==> config.mk <==
export PLATFORM = sky130hd
export DESIGN_NAME = rstc_top
export DESIGN_NICKNAME = d
export VERILOG_FILES = /design/src/inc/rstc_pkg.sv /design/src/inc/rstc_intermediate_tone_word.sv /design/src/rstc_base_carrier_word.sv /design/src/rstc_top.sv
export VERILOG_INCLUDE_DIRS = /design/src /design/src/inc
export SDC_FILE = /design/constraint.sdc
export NUM_CORES = 1
export LEC_CHECK = 0
export BUFFER_PORTS_ARGS = -buffer_cell sky130_fd_sc_hd__buf_2
export CORE_ASPECT_RATIO = 0.6
export CORE_MARGIN = 10
export CORE_UTILIZATION = 35
export CTS_CLUSTER_DIAMETER = 80
export CTS_CLUSTER_SIZE = 28
export DETAILED_ROUTE_END_ITERATION = 12
export HOLD_SLACK_MARGIN = 0.03
export PLACE_DENSITY_LB_ADDON = 0.08
export SLEW_MARGIN = 10
export SYNTH_ARGS = -nofsm -noshare
export SYNTH_HDL_FRONTEND = slang
export SYNTH_SLANG_ARGS = --single-unit
==> constraint.sdc <==
create_clock -name CORE_CLK_IN -period 19.64 [get_ports CORE_CLK_IN]
set_clock_uncertainty 0.05 [all_clocks]
set_input_delay 2.946 -clock CORE_CLK_IN [delete_from_list [all_inputs] [get_ports CORE_CLK_IN]]
set_output_delay 2.946 -clock CORE_CLK_IN [all_outputs]
set_load 0.01 [all_outputs]
==> src/inc/rstc_defs.svh <==
// What this block does
// - Idle to receive, no calibration: 1953 cycles.
// - Idle to active with calibration: 20768 cycles.
// - Idle to transmit or synth-on: 1954 cycles.
// - Turnaround 782 cycles, transmit-to-receive plus quarter symbol.
// - Transmit to idle: quarter symbol, calibration adds 18815.
// - Receive to idle: 2 cycles, or 18817 calibrating.
// - Manual calibration completes after 19098 cycles.
// - Receive timer starts on receive entry, programmable.
// - On expiry stay only if sync seen or qualifier holds.
// - Abort receive when first carrier sample fails.
// - Keyed modulation: no-carrier valid after eight symbols.
// - Abort or timeout termination always returns to idle.
// - Base carrier word is 24 bits in three bytes.
// - Eight-bit slot number scales spacing onto base.
// - Carrier word combines base, slot, mantissa and exponent.
// - Intermediate word is the programmed setting, registered unchanged.
// - Force-idle strobe skips automatic calibration.
`ifndef RSTC_DEFS_SVH
`define RSTC_DEFS_SVH

// ----------------------------------------------------------------
// Register offsets
// ----------------------------------------------------------------
`define RSTC_ADDR_CMD        8'h00
`define RSTC_ADDR_SM_ONE     8'h01
`define RSTC_ADDR_SM_TWO     8'h02
`define RSTC_ADDR_MDM_ZERO   8'h03
`define RSTC_ADDR_MDM_ONE    8'h04
`define RSTC_ADDR_BASE_HIGH  8'h05
`define RSTC_ADDR_BASE_MID   8'h06
`define RSTC_ADDR_BASE_LOW   8'h07
`define RSTC_ADDR_SLOT       8'h08
`define RSTC_ADDR_SYNTH_ONE  8'h09
`define RSTC_ADDR_STATUS     8'h0a

// ----------------------------------------------------------------
// Command bits
// ----------------------------------------------------------------
`define RSTC_CMD_RX          0
`define RSTC_CMD_TX          1
`define RSTC_CMD_FSTX        2
`define RSTC_CMD_IDLE        3
`define RSTC_CMD_CAL         4

// ----------------------------------------------------------------
// Calibration modes and timeout code
// ----------------------------------------------------------------
`define RSTC_CAL_ON_START    2'h1
`define RSTC_CAL_ON_STOP     2'h2
`define RSTC_CAL_FOURTH      2'h3
`define RSTC_RX_TIME_OFF     3'h7

// ----------------------------------------------------------------
// Transition counts in system clock cycles
// ----------------------------------------------------------------
`define RSTC_IDLE_RX_CYC     16'h07a1
`define RSTC_IDLE_TX_CYC     16'h07a2
`define RSTC_TURN_CYC        16'h030e
`define RSTC_RX_IDLE_CYC     16'h0002
`define RSTC_ASK_SYMBOLS     8
`define RSTC_CLK_HZ          20000000
`define RSTC_SYMBOL_HZ       250000

`endif

==> src/inc/rstc_pkg.sv <==
package rstc_pkg;

    typedef enum logic [2:0] {
        ST_IDLE,
        ST_RX,
        ST_TX,
        ST_SYNTH_ON,
        ST_SETTLE
    } rstc_state_type;

    typedef struct packed {
        rstc_state_type state;
        rstc_state_type target;
        logic [15:0]    cnt;
        logic           cal_active;
        logic [15:0]    rx_timer;
        logic           timer_run;
        logic           sync_seen;
        logic           cs_done;
        logic [15:0]    rx_age;
        logic [1:0]     cal_every;
        logic [1:0]     auto_cal;
        logic [1:0]     rxoff;
        logic [2:0]     rx_time;
        logic           qual;
        logic           cs_en;
        logic           ask;
        logic [7:0]     mant;
        logic [1:0]     expo;
        logic [7:0]     base_hi;
        logic [7:0]     base_mid;
        logic [7:0]     base_lo;
        logic [7:0]     slot;
        logic [7:0]     if_set;
        logic [7:0]     rdata;
    } rstc_ctrl_type;

    typedef struct packed {
        logic [25:0] carrier;
        logic [7:0]  if_word;
    } rstc_base_carrier_word_type;

endpackage

==> src/inc/rstc_intermediate_tone_word.sv <==
`timescale 1ns/1ps
interface rstc_intermediate_tone_word;
    logic [23:0] base_word;
    logic [7:0]  slot;
    logic [7:0]  mant;
    logic [1:0]  expo;
    logic [7:0]  if_set;
    logic [25:0] carrier;
    logic [7:0]  if_word;

    modport ctrl (output base_word, slot, mant, expo, if_set,
                  input  carrier, if_word);
    modport calc (input  base_word, slot, mant, expo, if_set,
                  output carrier, if_word);
endinterface

==> src/rstc_base_carrier_word.sv <==
`timescale 1ns/1ps
module rstc_base_carrier_word
(
    input  wire logic   clk_in,
    input  wire logic   rst_in,
    rstc_intermediate_tone_word.calc   fq
);
    rstc_pkg::rstc_base_carrier_word_type st;
    rstc_pkg::rstc_base_carrier_word_type next_st;
    logic [16:0]             prod;

    // ----------------------------------------------------------------
    // Word arithmetic
    // ----------------------------------------------------------------
    // The carrier word keeps two fraction bits so that an exponent
    // below two loses no spacing resolution.
    always_comb
    begin
        prod = 17'(fq.slot * (9'h100 + {1'b0, fq.mant}));
        next_st.carrier = 26'({fq.base_word, 2'b00})
                        + 26'({3'h0, prod} << fq.expo);
        next_st.if_word = fq.if_set;
    end

    always_ff @(posedge clk_in)
    begin
        if (rst_in)
            st <= '0;
        else
            st <= next_st;
    end

    assign fq.carrier = st.carrier;
    assign fq.if_word = st.if_word;
endmodule // rstc_base_carrier_word

==> src/rstc_top.sv <==
// The implementer's own choices: the strobed register port and the placing of the registers.
`timescale 1ns/1ps
`include "rstc_defs.svh"
module rstc_top
#(
    parameter logic [15:0] CAL_START_CYC = 16'd20768,
    parameter logic [15:0] TX_IDLE_CAL   = 16'd18815,
    parameter logic [15:0] RX_IDLE_CAL   = 16'd18817,
    parameter logic [15:0] MANUAL_CAL    = 16'd19098,
    parameter logic [15:0] RX_TIME_UNIT  = 16'h0400
)
(
    input  wire logic        CORE_CLK_IN,
    input  wire logic        RST_IN,
    input  wire logic [7:0]  ADDR_IN,
    input  wire logic [7:0]  WDATA_IN,
    input  wire logic        WR_IN,
    input  wire logic        RD_IN,
    input  wire logic        SYNC_FOUND_IN,
    input  wire logic        PREAMBLE_QUAL_IN,
    input  wire logic        CS_VALID_IN,
    input  wire logic        CARRIER_IN,
    input  wire logic        PKT_DONE_IN,
    output logic [7:0]       RDATA_OUT,
    output logic [2:0]       STATE_OUT,
    output logic             CAL_ACTIVE_OUT,
    output logic [25:0]      CARRIER_WORD_OUT,
    output logic [7:0]       IF_WORD_OUT
);
    localparam int SYM_CYC = `RSTC_CLK_HZ / `RSTC_SYMBOL_HZ;
    localparam logic [15:0] QSYM_CYC = 16'((SYM_CYC + 3) / 4);
    localparam logic [15:0] ASK_WIN =
        16'(`RSTC_ASK_SYMBOLS * SYM_CYC);

    rstc_pkg::rstc_ctrl_type st;
    rstc_pkg::rstc_ctrl_type next_st;
    rstc_intermediate_tone_word             fq ();

    logic                    cmd_wr;
    logic [4:0]              cmd;
    logic                    go;
    rstc_pkg::rstc_state_type go_tgt;
    logic [15:0]             go_len;
    logic                    go_cal;
    logic                    rx_start;
    logic                    want_cal;
    logic                    cs_fail;
    logic                    to_fail;
    logic                    to_stay;

    // ----------------------------------------------------------------
    // Control state machine
    // ----------------------------------------------------------------
    always_comb
    begin
        next_st  = st;
        cmd_wr   = WR_IN && (ADDR_IN == `RSTC_ADDR_CMD);
        cmd      = cmd_wr ? WDATA_IN[4:0] : 5'h00;
        go       = 1'b0;
        go_tgt   = rstc_pkg::ST_IDLE;
        go_len   = `RSTC_RX_IDLE_CYC;
        go_cal   = 1'b0;
        rx_start = 1'b0;
        want_cal = (st.auto_cal == `RSTC_CAL_ON_STOP)
                || (st.auto_cal == `RSTC_CAL_FOURTH
                    && st.cal_every == 2'h3);
        // Keyed modulation can look carrier-less between one-symbols,
        // so no-carrier samples are ignored until the window passes.
        cs_fail = st.cs_en && !st.cs_done && CS_VALID_IN && !CARRIER_IN
               && (!st.ask || st.rx_age >= ASK_WIN);
        to_stay = st.sync_seen
               || (st.qual && PREAMBLE_QUAL_IN);
        to_fail = st.timer_run && st.rx_timer == 16'h0 && !to_stay;

        if (WR_IN)
        begin
            case (ADDR_IN)
                `RSTC_ADDR_SM_ONE:
                begin
                    next_st.auto_cal = WDATA_IN[1:0];
                    next_st.rxoff    = WDATA_IN[3:2];
                end
                `RSTC_ADDR_SM_TWO:
                begin
                    next_st.rx_time = WDATA_IN[2:0];
                    next_st.qual    = WDATA_IN[3];
                    next_st.cs_en   = WDATA_IN[4];
                    next_st.ask     = WDATA_IN[5];
                end
                `RSTC_ADDR_MDM_ZERO:  next_st.mant     = WDATA_IN;
                `RSTC_ADDR_MDM_ONE:   next_st.expo     = WDATA_IN[1:0];
                `RSTC_ADDR_BASE_HIGH: next_st.base_hi  = WDATA_IN;
                `RSTC_ADDR_BASE_MID:  next_st.base_mid = WDATA_IN;
                `RSTC_ADDR_BASE_LOW:  next_st.base_lo  = WDATA_IN;
                `RSTC_ADDR_SLOT:      next_st.slot     = WDATA_IN;
                `RSTC_ADDR_SYNTH_ONE: next_st.if_set   = WDATA_IN;
                default: ;
            endcase
        end

        // Receive bookkeeping runs every cycle while receiving.
        if (st.state == rstc_pkg::ST_RX)
        begin
            if (st.rx_age != 16'hffff)
                next_st.rx_age = st.rx_age + 16'h1;
            if (st.timer_run)
            begin
                if (st.rx_timer == 16'h0)
                    next_st.timer_run = 1'b0;
                else
                    next_st.rx_timer = st.rx_timer - 16'h1;
            end
        end

        case (st.state)
            rstc_pkg::ST_IDLE:
            begin
                go = cmd[`RSTC_CMD_CAL] || cmd[`RSTC_CMD_RX]
                  || cmd[`RSTC_CMD_TX] || cmd[`RSTC_CMD_FSTX];
                if (cmd[`RSTC_CMD_IDLE])
                    go = 1'b0;
                else if (cmd[`RSTC_CMD_CAL])
                begin
                    go_tgt = rstc_pkg::ST_IDLE;
                    go_len = MANUAL_CAL;
                    go_cal = 1'b1;
                end
                else
                begin
                    go_cal = st.auto_cal == `RSTC_CAL_ON_START;
                    if (cmd[`RSTC_CMD_RX])
                        go_tgt = rstc_pkg::ST_RX;
                    else if (cmd[`RSTC_CMD_TX])
                        go_tgt = rstc_pkg::ST_TX;
                    else
                        go_tgt = rstc_pkg::ST_SYNTH_ON;
                    if (go_cal)
                        go_len = CAL_START_CYC;
                    else if (cmd[`RSTC_CMD_RX])
                        go_len = `RSTC_IDLE_RX_CYC;
                    else
                        go_len = `RSTC_IDLE_TX_CYC;
                end
            end
            rstc_pkg::ST_RX:
            begin
                go = 1'b1;
                if (cmd[`RSTC_CMD_IDLE])
                    go_len = `RSTC_RX_IDLE_CYC;
                else if (cmd[`RSTC_CMD_TX] || cmd[`RSTC_CMD_FSTX])
                begin
                    go_tgt = cmd[`RSTC_CMD_TX] ? rstc_pkg::ST_TX
                                               : rstc_pkg::ST_SYNTH_ON;
                    go_len = `RSTC_TURN_CYC;
                end
                else if (cs_fail || to_fail
                         || (PKT_DONE_IN && st.rxoff == 2'h0))
                begin
                    // Abort and failed timeout always end in idle.
                    go_cal = want_cal;
                    go_len = want_cal ? RX_IDLE_CAL
                                      : `RSTC_RX_IDLE_CYC;
                end
                else if (PKT_DONE_IN && st.rxoff != 2'h3)
                begin
                    go_tgt = st.rxoff == 2'h1 ? rstc_pkg::ST_SYNTH_ON
                                              : rstc_pkg::ST_TX;
                    go_len = `RSTC_TURN_CYC;
                end
                else
                begin
                    go       = 1'b0;
                    rx_start = PKT_DONE_IN;
                end
            end
            rstc_pkg::ST_TX:
            begin
                go = 1'b1;
                if (cmd[`RSTC_CMD_IDLE])
                    go_len = QSYM_CYC;
                else if (cmd[`RSTC_CMD_RX])
                begin
                    go_tgt = rstc_pkg::ST_RX;
                    go_len = `RSTC_TURN_CYC + QSYM_CYC;
                end
                else if (PKT_DONE_IN)
                begin
                    go_cal = want_cal;
                    go_len = want_cal ? TX_IDLE_CAL + QSYM_CYC
                                      : QSYM_CYC;
                end
                else
                    go = 1'b0;
            end
            rstc_pkg::ST_SYNTH_ON:
            begin
                go = 1'b1;
                if (cmd[`RSTC_CMD_IDLE])
                    go_len = `RSTC_RX_IDLE_CYC;
                else if (cmd[`RSTC_CMD_TX] || cmd[`RSTC_CMD_RX])
                begin
                    go_tgt = cmd[`RSTC_CMD_TX] ? rstc_pkg::ST_TX
                                               : rstc_pkg::ST_RX;
                    go_len = `RSTC_TURN_CYC;
                end
                else
                    go = 1'b0;
            end
            rstc_pkg::ST_SETTLE:
            begin
                if (cmd[`RSTC_CMD_IDLE] && st.target != rstc_pkg::ST_IDLE)
                    go = 1'b1;
                else if (st.cnt == 16'h0)
                begin
                    next_st.state      = st.target;
                    next_st.cal_active = 1'b0;
                    rx_start = st.target == rstc_pkg::ST_RX;
                end
                else
                    next_st.cnt = st.cnt - 16'h1;
            end
            default: next_st.state = rstc_pkg::ST_IDLE;
        endcase

        if (go)
        begin
            // A load of count minus two shows the new state exactly
            // that many cycles after the strobe cycle.
            next_st.state      = rstc_pkg::ST_SETTLE;
            next_st.target     = go_tgt;
            next_st.cnt        = go_len - 16'h2;
            next_st.cal_active = go_cal;
            if (st.auto_cal == `RSTC_CAL_FOURTH && go_tgt == rstc_pkg::ST_IDLE
                && !cmd[`RSTC_CMD_IDLE] && !cmd[`RSTC_CMD_CAL])
                next_st.cal_every = st.cal_every + 2'h1;
        end

        if (rx_start)
        begin
            next_st.rx_age    = 16'h0;
            next_st.cs_done   = 1'b0;
            next_st.sync_seen = 1'b0;
            next_st.timer_run = st.rx_time != `RSTC_RX_TIME_OFF;
            next_st.rx_timer  = 16'(({13'h0, st.rx_time} + 16'h1)
                                    * RX_TIME_UNIT);
        end
        // A sample or sync word in the restart cycle is kept: set wins.
        if (CS_VALID_IN && st.state == rstc_pkg::ST_RX
            && (!st.ask || st.rx_age >= ASK_WIN))
            next_st.cs_done = 1'b1;
        if (SYNC_FOUND_IN && (st.state == rstc_pkg::ST_RX || rx_start))
            next_st.sync_seen = 1'b1;

        next_st.rdata = 8'h00;
        if (RD_IN)
        begin
            case (ADDR_IN)
                `RSTC_ADDR_SM_ONE:   next_st.rdata = {4'h0, st.rxoff, st.auto_cal};
                `RSTC_ADDR_SM_TWO:   next_st.rdata = {2'h0, st.ask, st.cs_en,
                                                     st.qual, st.rx_time};
                `RSTC_ADDR_MDM_ZERO: next_st.rdata = st.mant;
                `RSTC_ADDR_MDM_ONE:  next_st.rdata = {6'h00, st.expo};
                `RSTC_ADDR_BASE_HIGH: next_st.rdata = st.base_hi;
                `RSTC_ADDR_BASE_MID: next_st.rdata = st.base_mid;
                `RSTC_ADDR_BASE_LOW: next_st.rdata = st.base_lo;
                `RSTC_ADDR_SLOT:     next_st.rdata = st.slot;
                `RSTC_ADDR_SYNTH_ONE: next_st.rdata = st.if_set;
                `RSTC_ADDR_STATUS:   next_st.rdata = {3'h0, st.cal_active,
                                                     st.sync_seen, st.state};
                default:             next_st.rdata = 8'h00;
            endcase
        end
    end

    always_ff @(posedge CORE_CLK_IN)
    begin
        if (RST_IN)
            st <= '0;
        else
            st <= next_st;
    end

    // ----------------------------------------------------------------
    // Frequency words
    // ----------------------------------------------------------------
    assign fq.base_word = {st.base_hi, st.base_mid, st.base_lo};
    assign fq.slot      = st.slot;
    assign fq.mant      = st.mant;
    assign fq.expo      = st.expo;
    assign fq.if_set    = st.if_set;

    rstc_base_carrier_word u_base_carrier_word
    (
        .clk_in (CORE_CLK_IN),
        .rst_in (RST_IN),
        .fq     (fq.calc)
    );

    assign RDATA_OUT        = st.rdata;
    assign STATE_OUT        = st.state;
    assign CAL_ACTIVE_OUT   = st.cal_active;
    assign CARRIER_WORD_OUT = fq.carrier;
    assign IF_WORD_OUT      = fq.if_word;
endmodule // rstc_top
==> run metrics <==
footprint of the multi-input gates 0.007119 mm²; top cell type's share of synthesized area 29.23%; MaxCap Viol Count 0; CP Max Fanout 11; sequential element share of the synthesized area 29.23%; Tmin final 7243 ps; gp weighted congestion 0.8985; Finished Layout Cells 1820; crit share post-route 36.88%; Yosys top cell by area dfxtp_1; hold buffers post-CTS 0; Root Buffer clkbuf_16; critical path type flop to flop; Synth async-reset ratio 0%; GRT met1 Usage 28.40%; yosys warns 0; clock buffer depth 2; main flop type after synthesis dfxtp_1; CP Buf/Inv Count 2; clk sink count 161; clock network power share 48.3%; Mapped Area 0.01103 mm²; total gr overflow 0; core region area 0.03109 mm²; GRT met3 Usage 5.632%; CP top delay family adder cells; TritonCTS clock tree done; antenna violations before repair 0; Worst setup SP type flop; sequential share of power 48.2%; Largest stage delay, worst path 630 ps; postcts setup bufs 0; crit path max-delay cell type dfxtp_1; Clock Latency Late Sink 450 ps; vias in the first global route 9033; HP Class flop to flop; I/O pin count 71; largest cells by area after synthesis dfxtp_1 29%, fa_1 7.8%, ha_1 7.3%, a21oi_1 5.4%, nand2_1 4.6%; Yosys cell types 77; post-route ant nets 0; DP Cell Count 1788; most common cell after layout, fill and taps aside dfxtp_1; Hold Vio Cnt, Final 0; Net Sw Power 0.1770 mW; post_cts resized 0; die area 0.03924 mm²; critical path arrival 7530 ps; Setup violations, final 0; Buffers on Ports 70; total length of routed wires 35.69 mm; fmax 138.1 MHz; routed vias/inst 5.370; Reg clk slew, reported paths 70 ps; setup TNS 0 ps; worst endpoint required time 19930 ps; Num CTS Buffers 17; Hold Path Origin st[94]; die width 249.2 µm; Nets 1523; cell count after synthesis 1364; 1st-iter DRT viols 990; Power Dens Cells 55.39 mW/mm²; Top cell by count, worst path fa_1; Post-synth EDFFs 0; Worst Tran Pin Value 1176 ps; worst path cell trace and2_1 -> fa_1 -> fa_1 -> fa_1 -> inv_1 -> fa_1 -> inv_1 -> ha_1 -> a211oi_1 -> a21boi_0 -> o21ai_0 -> a2111oi_0 -> nor3_1 -> xor2_1 -> mux2i_1 -> mux2i_1 -> ha_1 -> a21o_1 -> a21oi_1 -> nor2_1 -> nor3_1 -> o41ai_1 -> o21ai_0 -> mux2_2; Initial Util 35.47%; detail-routed net length per standard cell 19.61 µm; area grow syn2layout 10.95%; commonest cells after routing, fill and taps aside 161 x dfxtp_1, 135 x nand2_1, 129 x nor2_1; Slew headroom 20.85%; Syn Nets 1496; share of cells above drive strength 1 10.47%; Internal 0.5007 mW; combinational share of power 3.5%; register cell area after layout 0.003223 mm²; synthesized flop and latch total 161; endpoint type of the worst setup path flop; unrepaired setup endpoints after global routing false; ANT cells 0; First-pass DRT Iterations 7; Total GRT Usage 18.03%; R2R Setup Slk 12400 ps; max-slew violation count 0; switching portion of total power 26.12%; status finished clean; FP Rows 50; met2 usage 22.60%; fillcell total 3220; Worst Hold Slack 425.7 ps; crit path launch fq.slot[3]; GRT busiest layer met1; via count 9774; Leak 5.095 nW; largest net degree at the start of global routing 68; DP HPWL 27.28 mm; Avg Cell Area, Syn 8.085 µm²; DRC viols 0; H-Tree Depth 4; Die Ht 157.5 µm; Max IR drop VDD 0.06661 mV; RR Startpoint fq.slot[3]; first-pass GRT wire length 55.44 mm
[final timing paths]
path	to	cells after the start
max reg2reg	u_base_carrier_word.fq.carrier[23]	24
min reg2reg	st[94]	2
max	u_base_carrier_word.fq.carrier[23]	24
min	st[94]	2
[cell usage after synthesis (all sizes together), types with 4 or more instances]
master	n
dfxtp	161
nand2	135
nor2	129
a21oi	120
nand3	91
inv	89
ha	64
and2	55
clkbuf	55
fa	43
xnor2	38
o21ai	35
nor3	29
xor2	29
buf	23
a21o	19
nor4	18
a211oi	17
mux2i	17
nor2b	17
a22oi	16
a31oi	13
nand2b	11
nand4	11
a221oi	9
o21a	9
or3	8
nand3b	7
nor3b	7
o211ai	7
or2	7
a22o	6
o21bai	5
o31ai	5
or4	5
a2111oi	4
mux2	4
[worst register-to-register path: cells and delay by family, from the launching register on]
family          cells  cell delay, ps
xor+xnor            1             180
flops               1             630
fa+ha+maj           6            2760
compound gates      8            2080
buf+inv             2             100
mux                 3             700
simple gates        4             670
[layout make-up]
class | instances | share of cell area [%]
clock buffer | 18 | 3.589
clock inverter | 14 | 1.002
inverter | 90 | 2.761
tap | 416 | 4.254
sequential | 161 | 26.34
timing repair buffer | 86 | 3.865
multi-input combinational | 1035 | 58.19
[power by group through the flow]
stage / logic, mW / registers, mW / clock network, mW
after floorplan: 0.0138 / 0.334 / 0
after global placement: 0.0234 / 0.334 / 0
after detailed placement: 0.0234 / 0.334 / 0
after CTS: 0.0235 / 0.327 / 0.337
after global routing: 0.0254 / 0.327 / 0.349
final: 0.0236 / 0.327 / 0.327
[flip-flops by register name, summed over array words and instances (netlist names)]
register                        flops
st                                 65
RDATA_OUT                           8
fq.slot                             8
fq.base_word                       24
fq.mant                             8
u_base_carrier_word.fq.carrier     26
CAL_ACTIVE_OUT                      1
u_base_carrier_word.fq.if_word      8
fq.expo                             2
fq.if_set                           8
STATE_OUT                           3
[layer usage]
metal	up-vias	wire length (µm)
met5	-	0
met4	0	192
met3	12	3338
met2	363	13030
met1	4600	19140
li1	4799	-
[through the flow]
stage                     worst slack [ps]  total power [mW]  cell area [µm²]  util [%]
after floorplan                      13270            0.3480            11030         -
after global placement               12720            0.3578            11670     37.55
after detailed placement             12460            0.3578            11670     37.55
after CTS                            12420            0.6870            12240     39.35
after global routing                 12000            0.7010            12240     39.35
final                                12400            0.6777            12240     39.35
[kinds of logic (layout without fill, tap and decap cells)]
logic type	after synthesis	after routing	synth area share [%]
fa+ha+maj	107	107	15.07
compound gates	298	298	17.52
buf+inv	168	208	6.263
simple gates	542	542	24.65
mux	21	21	1.951
flops	161	161	29.23
xor+xnor	67	67	5.321
Note: power is estimated with default switching activity, not from simulation.
